**src/rtl/gpx_pkg.sv**
```systemverilog
// constants shared by the general purpose port and its helpers
package gpx_pkg;
    // register byte offsets on the apb window
    localparam logic [7:0] ADDR_DATA_LATCH = 8'h00;
    localparam logic [7:0] ADDR_DIRECTION = 8'h04;
    localparam logic [7:0] ADDR_OPTION = 8'h08;
    localparam logic [7:0] ADDR_EDGE_SENSE = 8'h0C;
    localparam logic [7:0] ADDR_PENDING = 8'h10;
    // reset values
    localparam logic [7:0] RST_DATA_LATCH = 8'h00;
    localparam logic [7:0] RST_DIRECTION = 8'h00;
    localparam logic [7:0] RST_OPTION = 8'h00;
    localparam logic [7:0] RST_EDGE_SENSE = 8'h00;
    // two-bit sensitivity codes, sense_code_high then sense_code_low
    localparam logic [1:0] SENSE_FALL_LOW = 2'h0;
    localparam logic [1:0] SENSE_RISE = 2'h1;
    localparam logic [1:0] SENSE_FALL = 2'h2;
    localparam logic [1:0] SENSE_BOTH = 2'h3;
    // width of one sensitivity field
    localparam int SENSE_W = 2;
endpackage : gpx_pkg

```
**src/rtl/gpx_port.sv**
```systemverilog
// eight-pin general purpose port with external interrupt requests
// Notes on behaviour
// RQ1: eight pins, each independently an input or an output.
// RQ2: bit x of latch, direction and option registers steers pin x.
// RQ3: input pin read returns the synchronised pin level.
// RQ4: writing the latch of an input pin leaves the pin undriven.
// RQ5: input option bit selects floating or pulled-up input.
// RQ6: input option bit set makes the pin raise its vector request.
// RQ7: each vector has its own sensitivity field.
// RQ8: codes: 00 fall and low, 01 rise, 10 fall, 11 both.
// RQ9: sensitivity writes only accepted while cpu interrupt mask is set.
// RQ10: vector fetch clears that vector's pending request.
// RQ11: changing sensitivity bits discards every pending request.
// RQ12: output pin drives the latch; read returns the latch.
// RQ13: output option selects push-pull or open-drain; one floats.
// RQ14: enabled peripheral output forces pin to output, overriding port.
// RQ15: input pin with peripheral output enabled reads peripheral value.
// RQ16: output pin feeds its latch value to the peripheral input.
// RQ17: floating input passes pin level to the peripheral input.
// RQ18: software avoids interrupt mode and pull-up on peripheral inputs.
// RQ19: software avoids bit set and clear instructions on the latch.
// RQ20: bidirectional peripheral signals use floating input mode.
// RQ21: software keeps analog and digital functions apart on a pin.
// RQ22: pin carrying an external clock uses only that function.
// RQ23: pin levels pass two flip-flops before any use.
`timescale 1ns/1ps
module gpx_port #(
    parameter int NPIN = 8,
    parameter int NVEC = 4
) (
    input wire logic mclk,
    input wire logic rst_b,
    input wire logic psel,
    input wire logic penable,
    input wire logic pwrite,
    input wire logic [7:0] paddr,
    input wire logic [31:0] pwdata,
    output logic [31:0] prdata,
    output logic pready,
    output logic pslverr,
    input wire logic [NPIN-1:0] pad_in,
    output logic [NPIN-1:0] pad_out,
    output logic [NPIN-1:0] pad_oe,
    output logic [NPIN-1:0] pad_pu,
    input wire logic [NPIN-1:0] alt_out_en,
    input wire logic [NPIN-1:0] alt_out,
    output logic [NPIN-1:0] alt_in,
    input wire logic cpu_imask,
    input wire logic [NVEC-1:0] vec_fetch,
    output logic [NVEC-1:0] irq_req
);
    logic [NPIN-1:0] port_data_latch;
    logic [NPIN-1:0] port_direction;
    logic [NPIN-1:0] port_option;
    logic [2*NVEC-1:0] edge_sense_control;
    logic [NVEC-1:0] pending;
    logic [NVEC-1:0] next_pending;
    logic [NPIN-1:0] pin_s;
    logic [NVEC-1:0] hit;
    logic [NVEC-1:0] vec_en;
    logic [NPIN-1:0] next_pad_out;
    logic [NPIN-1:0] next_pad_oe;
    logic [NPIN-1:0] next_pad_pu;
    logic [NPIN-1:0] read_back;
    logic [31:0] rd_mux;

    // apb decode; zero wait states, read data captured in the setup cycle, write data in the access cycle
    wire setup = psel && !penable;
    wire access = psel && penable;
    wire hit_data = paddr == gpx_pkg::ADDR_DATA_LATCH;
    wire hit_dir = paddr == gpx_pkg::ADDR_DIRECTION;
    wire hit_opt = paddr == gpx_pkg::ADDR_OPTION;
    wire hit_sense = paddr == gpx_pkg::ADDR_EDGE_SENSE;
    wire hit_pend = paddr == gpx_pkg::ADDR_PENDING;
    wire mapped = hit_data || hit_dir || hit_opt || hit_sense || hit_pend;
    wire wr = access && pwrite && mapped;
    wire wr_sense_ok = wr && hit_sense && cpu_imask; // RQ9
    wire sense_change = wr_sense_ok &&
        (pwdata[2*NVEC-1:0] != edge_sense_control); // RQ11

    assign pready = 1'b1;
    assign pslverr = access && !mapped;

    // pin levels synchronised before reads and edge detection
    gpx_sync #(.WIDTH(NPIN)) u_sync ( // RQ23
        .mclk(mclk),
        .rst_b(rst_b),
        .async_in(pad_in),
        .sync_out(pin_s)
    );

    // vector v watches pin v while that pin is an interrupt input
    assign vec_en = ~port_direction[NVEC-1:0] &
        port_option[NVEC-1:0]; // RQ6

    gpx_edge #(.NVEC(NVEC)) u_edge ( // RQ7 RQ8
        .mclk(mclk),
        .rst_b(rst_b),
        .lvl(pin_s[NVEC-1:0]),
        .en(vec_en),
        .code(edge_sense_control),
        .hit(hit)
    );

    // readback: latch for outputs, peripheral value or pin for inputs
    assign read_back = (port_direction & port_data_latch) |
        (~port_direction & alt_out_en & alt_out) | // RQ15
        (~port_direction & ~alt_out_en & pin_s); // RQ3 RQ12

    // peripheral input sees the latch on outputs, else the pin
    assign alt_in = (port_direction & port_data_latch) | // RQ16
        (~port_direction & pin_s); // RQ17

    // pad drive: peripheral first, then direction and open-drain
    assign next_pad_out = (alt_out_en & alt_out) |
        (~alt_out_en & port_data_latch); // RQ14 RQ12
    assign next_pad_oe = alt_out_en |
        (port_direction & ~(port_option & port_data_latch)); // RQ13 RQ4
    // pull-up only on inputs that are not taken over
    assign next_pad_pu = ~port_direction & ~alt_out_en &
        port_option; // RQ5

    // pending: set wins over fetch, a sense change discards all
    assign next_pending = sense_change ? '0 :
        ((pending & ~vec_fetch) | hit); // RQ10 RQ11

    assign rd_mux = hit_data ? {24'h00_0000, read_back} :
        hit_dir ? {24'h00_0000, port_direction} :
        hit_opt ? {24'h00_0000, port_option} :
        hit_sense ? {24'h00_0000, edge_sense_control} :
        hit_pend ? {28'h000_0000, pending} : 32'h0000_0000;

    // software-visible registers, one bit per pin, two sensitivity bits per vector
    always_ff @(posedge mclk or negedge rst_b) begin
        if (!rst_b) begin
            port_data_latch <= gpx_pkg::RST_DATA_LATCH;
            port_direction <= gpx_pkg::RST_DIRECTION;
            port_option <= gpx_pkg::RST_OPTION;
            edge_sense_control <= gpx_pkg::RST_EDGE_SENSE;
        end else begin
            if (wr && hit_data) begin
                port_data_latch <= pwdata[NPIN-1:0]; // RQ1 RQ2
            end
            if (wr && hit_dir) begin
                port_direction <= pwdata[NPIN-1:0]; // RQ1
            end
            if (wr && hit_opt) begin
                port_option <= pwdata[NPIN-1:0];
            end
            if (wr_sense_ok) begin
                edge_sense_control <= pwdata[2*NVEC-1:0]; // RQ9
            end
        end
    end

    // pending requests toward the cpu
    always_ff @(posedge mclk or negedge rst_b) begin
        if (!rst_b) begin
            pending <= '0;
        end else begin
            pending <= next_pending;
        end
    end

    assign irq_req = pending;

    // registered pad controls keep pads glitch free
    always_ff @(posedge mclk or negedge rst_b) begin
        if (!rst_b) begin
            pad_out <= '0;
            pad_oe <= '0;
            pad_pu <= '0;
        end else begin
            pad_out <= next_pad_out;
            pad_oe <= next_pad_oe;
            pad_pu <= next_pad_pu;
        end
    end

    // read data sampled in the setup cycle, held through access
    always_ff @(posedge mclk or negedge rst_b) begin
        if (!rst_b) begin
            prdata <= 32'h0000_0000;
        end else if (setup && !pwrite) begin
            prdata <= rd_mux;
        end
    end
endmodule : gpx_port

```
**src/rtl/gpx_sync.sv**
```systemverilog
// two-stage synchroniser for asynchronous pin levels
`timescale 1ns/1ps
module gpx_sync #(
    parameter int WIDTH = 8
) (
    input wire logic mclk,
    input wire logic rst_b,
    input wire logic [WIDTH-1:0] async_in,
    output logic [WIDTH-1:0] sync_out
);
    logic [WIDTH-1:0] stage1;

    // first stage feeds only the second stage
    always_ff @(posedge mclk or negedge rst_b) begin
        if (!rst_b) begin
            stage1 <= '0;
            sync_out <= '0;
        end else begin
            stage1 <= async_in;
            sync_out <= stage1;
        end
    end
endmodule : gpx_sync

```
**src/rtl/gpx_edge.sv**
```systemverilog
// per-vector edge or level qualifier for external interrupts
`timescale 1ns/1ps
module gpx_edge #(
    parameter int NVEC = 4
) (
    input wire logic mclk,
    input wire logic rst_b,
    input wire logic [NVEC-1:0] lvl,
    input wire logic [NVEC-1:0] en,
    input wire logic [2*NVEC-1:0] code,
    output logic [NVEC-1:0] hit
);
    logic [NVEC-1:0] prev;

    // one qualifying event for the given code and levels
    function automatic logic qualify(input logic [1:0] c,
                                     input logic p,
                                     input logic n);
        logic rise;
        logic fall;
        rise = !p && n;
        fall = p && !n;
        unique case (c)
            gpx_pkg::SENSE_FALL_LOW: qualify = fall || !n;
            gpx_pkg::SENSE_RISE: qualify = rise;
            gpx_pkg::SENSE_FALL: qualify = fall;
            gpx_pkg::SENSE_BOTH: qualify = rise || fall;
        endcase
    endfunction : qualify

    // previous level kept even while disabled, so enabling adds no edge
    always_ff @(posedge mclk or negedge rst_b) begin
        if (!rst_b) begin
            prev <= '1;
        end else begin
            prev <= lvl;
        end
    end

    always_comb begin
        for (int v = 0; v < NVEC; v++) begin
            hit[v] = en[v] && qualify(code[2*v +: 2], prev[v], lvl[v]);
        end
    end
endmodule : gpx_edge

```
**config.mk**
```make
export PLATFORM = sky130hd
export DESIGN_NAME = gpx_port
export DESIGN_NICKNAME = d
export VERILOG_FILES = /design/src/rtl/gpx_pkg.sv /design/src/rtl/gpx_port.sv /design/src/rtl/gpx_sync.sv /design/src/rtl/gpx_edge.sv
export SDC_FILE = /design/constraint.sdc
export NUM_CORES = 1
export LEC_CHECK = 0
export ABC_CLOCK_PERIOD_IN_PS = 1700
export BUFFER_PORTS_ARGS = -buffer_cell sky130_fd_sc_hd__buf_2
export CAP_MARGIN = 25
export CORE_UTILIZATION = 30
export CTS_CLUSTER_DIAMETER = 40
export DETAILED_ROUTE_END_ITERATION = 12
export GPL_TIMING_DRIVEN = 0
export SLEW_MARGIN = 20
export SYNTH_ARGS = -nofsm -noshare
export SYNTH_HDL_FRONTEND = slang
export SYNTH_HIERARCHICAL = 1
export SYNTH_SLANG_ARGS = --single-unit
```
**constraint.sdc**
```tcl
create_clock -name mclk -period 1.7 [get_ports mclk]
set_clock_uncertainty 0.05 [all_clocks]
set_input_delay 0.255 -clock mclk [delete_from_list [all_inputs] [get_ports mclk]]
set_output_delay 0.255 -clock mclk [all_outputs]
set_load 0.02 [all_outputs]
```
==> metrics.md <==
| Metric | Value |
|---|---|
| Fin util | about 40% |
| Synth-to-Final Area Change | 30.40% |
| Worst vdd ir | just over 0.5 mV |
| Std cell rows | 43 |
| Setup TNS | 0 ns |
| Detailed Routing Iterations Pass 1 | 4 |
| Die Span Y | around 120 um |
| DP Cell Count | 670 |
| Crit. End Element | output pin |
| CP top delay family | flip-flops |
| Internal Power | between 3 and 4 mW |
| Drt initial violations | slightly above 80 |
| Synth top area share | 48.46% |
| Type of the tightest min-delay check | input pin to register |
| First-pass GRT wire length | between 15000 and 20000 um |
| Distinct cells, synth | 45 |
| Final hold violation count | 0 |
| Commonest cells after routing, fill and taps aside | buf_2 (93), dfrtp_1 (76), mux2_2 (38) |
| Fmax | just over 600 MHz |
| Wire per inst | 14.94 um |
| Overall die width | about 120 um |
| Clock slew at reported path FFs | roughly 0.06 ns |
| Fillcell total | about 1400 |
| Synth top area cells | dfrtp_1 (48%), mux2_2 (9.9%), buf_4 (4.7%), ha_1 (3.5%), mux2_4 (2.8%) |
| Outcome | finished, final reports clean |
| Crit path kind | register to output pin |
| Initial antenna violation count | 0 |
| Post-synth top area cell | dfrtp_1 |
| FF-to-FF Start | edge_sense_control[5] |
| Relative max-transition margin | a little under three fifths |
| Switching power share of the total | a little under a quarter |
| Via count | ~3200 |
| Comb pwr share | approximately a tenth |
| Placement Cell Area | between 5000 and 6000 um2 |
| CTS Buf Count | 9 |
| GR Util All Layers | 14.75% |
| Port bufs | between 90 and 100 |
| FF-to-FF End | irq_req[2] |
| Clock latency on the worst-skew pair | around 0.35 ns |
| Worst Setup Start Kind | register |
| Hold_sp | alt_out_en[0] |
| Final Instance Area | roughly 5700 um2 |
| WP buf/inv | 1 |
| Area of the multi-input gates | between 1500 and 2000 um2 |
| Vias in the first global route | 3229 |
| Worst path required time | 1.39 ns |
| Initial Util | 31.01% |
| Post-route clock period utilization | 97.07% |
| Area of all sequential standard cells | about 2200 um2 |
| Flop2flop setup slack | 0.06 ns |
| Cells on worst reg2reg path | 5 |
| # nets final | ~600 |
| Final min period | roughly 1.7 ns |
| Core footprint | 13990 um2 |
| PD cells | between 800 and 900 nW/um2 |
| Post-Synthesis Cells | roughly 370 |
| Vias per inst | ~4.6 |
| Clock tree buffer depth | 2 |
| Net load switching power | 1.136 mW |
| Worst Hold Depth | 2 |
| CP max stage delay | about 0.47 ns |
| Clock share of power | between 40 and 50% |
| Flop pwr share | 44.7% |
| Ys Warns | 6 |
| Synth Register Bits | between 80 and 90 |
| CP arrival | ~1.4 ns |
| Leak | around 2.9 nW |
| Setup violations, final | 0 |
| Die area | roughly 15000 um2 |
| Sequential-to-total area share from yosys stat | between 50% and 60% |
| Max-Cap Viols | 0 |
| H-Tree Depth | 3 |
| Critical path peak fanout | 7 |
| CP cell instances | mux2_2, buf_2 |
| Mapped Area | about 4300 um2 |
| Root Driver | clkbuf_16 |
| Critical-path top delay cell | dfrtp_1 |
| Fin cells | 698 |
| DRC errors left | 0 |
| RePlAce Congestion | 0.8002 |
| Pins over their slew limit | 0 |
| I/O pin count | between 100 and 150 |
| Largest net degree at the start of global routing | 76 |
| Worst Hold End | pad_pu[0] |
| ANT cells | 0 |
| Tot Pwr | about 4.9 mW |
| CTS tree | done |
| Syn_area_per_cell | 11.66 um2 |
| Share of layout cells above drive strength 1 | 41.51% |
| Grt total ovfl | 0 |
| Most common cell after layout, fill and taps aside | buf_2 |
| Worst-Margin Slew | ~0.66 ns |
| Detailed Route WL | between 10000 and 15000 um |
| CTS sink cnt | 88 |
| Post-route ant nets | 0 |
| Hpwl dp | about 7700 um |
-- cell type report --
| cell class | count | share of cell area, % |
|---|---|---|
| Sequential cell | 88 | 39.19 |
| Timing Repair Buffer | 109 | 11.17 |
| Clock buffer | 14 | 4.844 |
| Multi-Input combinational cell | 253 | 34.04 |
| Clock inverter | 2 | 1.062 |
| Buffer | 32 | 4.380 |
| Tap cell | 180 | 3.981 |
| Inverter | 20 | 1.327 |
-- cells in the mapped netlist, drive strengths merged --
library cell	n
a2111oi	1
a211o	4
a21o	8
a21oi	11
a221oi	3
a222oi	1
a22o	4
a31oi	5
and2	2
and2b	1
and3	2
and4	1
buf	30
clkbuf	4
conb	2
dfrtp	84
dfstp	4
ha	12
inv	20
mux2	46
mux2i	6
nand2	23
nand2b	13
nand3	13
nor2	9
nor2b	14
nor3	2
nor3b	5
nor4	3
o211a	3
o211ai	4
o21a	1
o21ai	18
o311a	1
o31ai	3
or3b	1
xor2	8
-- sequential cells by signal, indices dropped and copies added (netlist names) --
register and flops:
u_edge/prev 4, edge_sense_control 8, pad_pu 8, prdata 8, pad_oe 8, port_data_latch 8
irq_req 4, pad_out 8, port_direction 8, port_option 8, u_sync/stage1 8, u_sync/sync_out 8
-- layer usage --
layer	vias up	global-route usage, %	routed length (um)
met3	16	5.297	657
met5	-	0	0
met4	0	5.030	179
li1	1522	-	-
met2	94	23.88	4947
met1	1559	18.09	4641
-- power by group through the flow --
| stage | clock [mW] | combinational, mW | sequential, mW |
|---|---|---|---|
| after floorplan | 0 | 0.243 | 2.26 |
| after global placement | 0 | 0.467 | 2.23 |
| after detailed placement | 0 | 0.482 | 2.23 |
| after CTS | 2.28 | 0.499 | 2.19 |
| after global routing | 2.37 | 0.550 | 2.20 |
| final | 2.22 | 0.499 | 2.19 |
-- worst max path at each step --
stage               slack, ns             startpoint  depth (start not counted)               endpoint
global route         -0.00003  edge_sense_control[5]                          5             irq_req[2]
CTS                      0.01  edge_sense_control[4]                          6             irq_req[2]
detailed placement      -0.38               paddr[3]                          5             irq_req[1]
finish                   0.05      port_direction[4]                          2              alt_in[4]
floorplan                0.06               paddr[7]                          6  edge_sense_control[0]
global placement        -0.52                  rst_b                          1              prdata[3]
-- stage by stage --
stage | hold WS, ns | worst slack (ns)
detailed placement | 0.04013 | -0.3793
CTS | 0.04099 | 0.01072
global route | 0.05271 | -0.00002953
floorplan | -0.09059 | 0.05980
finish | 0.05837 | 0.04989
global placement | 0.2832 | -0.5198
-- cell families after synthesis --
group | Yosys count | share of synthesized area, %
simple gates | 89 | 11.71
compound gates | 67 | 10.56
xor+xnor | 8 | 1.615
fa+ha+maj | 12 | 3.461
other cells | 2 | 0.1731
mux | 52 | 14.02
flops | 88 | 50.88
buf+inv | 54 | 7.585
-- timing repair --
action | CTS | global route
endpoints found under the hold margin | 86 | 0
cloned | 0 | 0
gates resized for setup | 2 | 14
pin swaps | 1 | 1
setup buffers | 3 | 2
setup endpoints to repair | 6 | 12
hold buffers | 9 | 0
(Power assumes the default switching activity.)
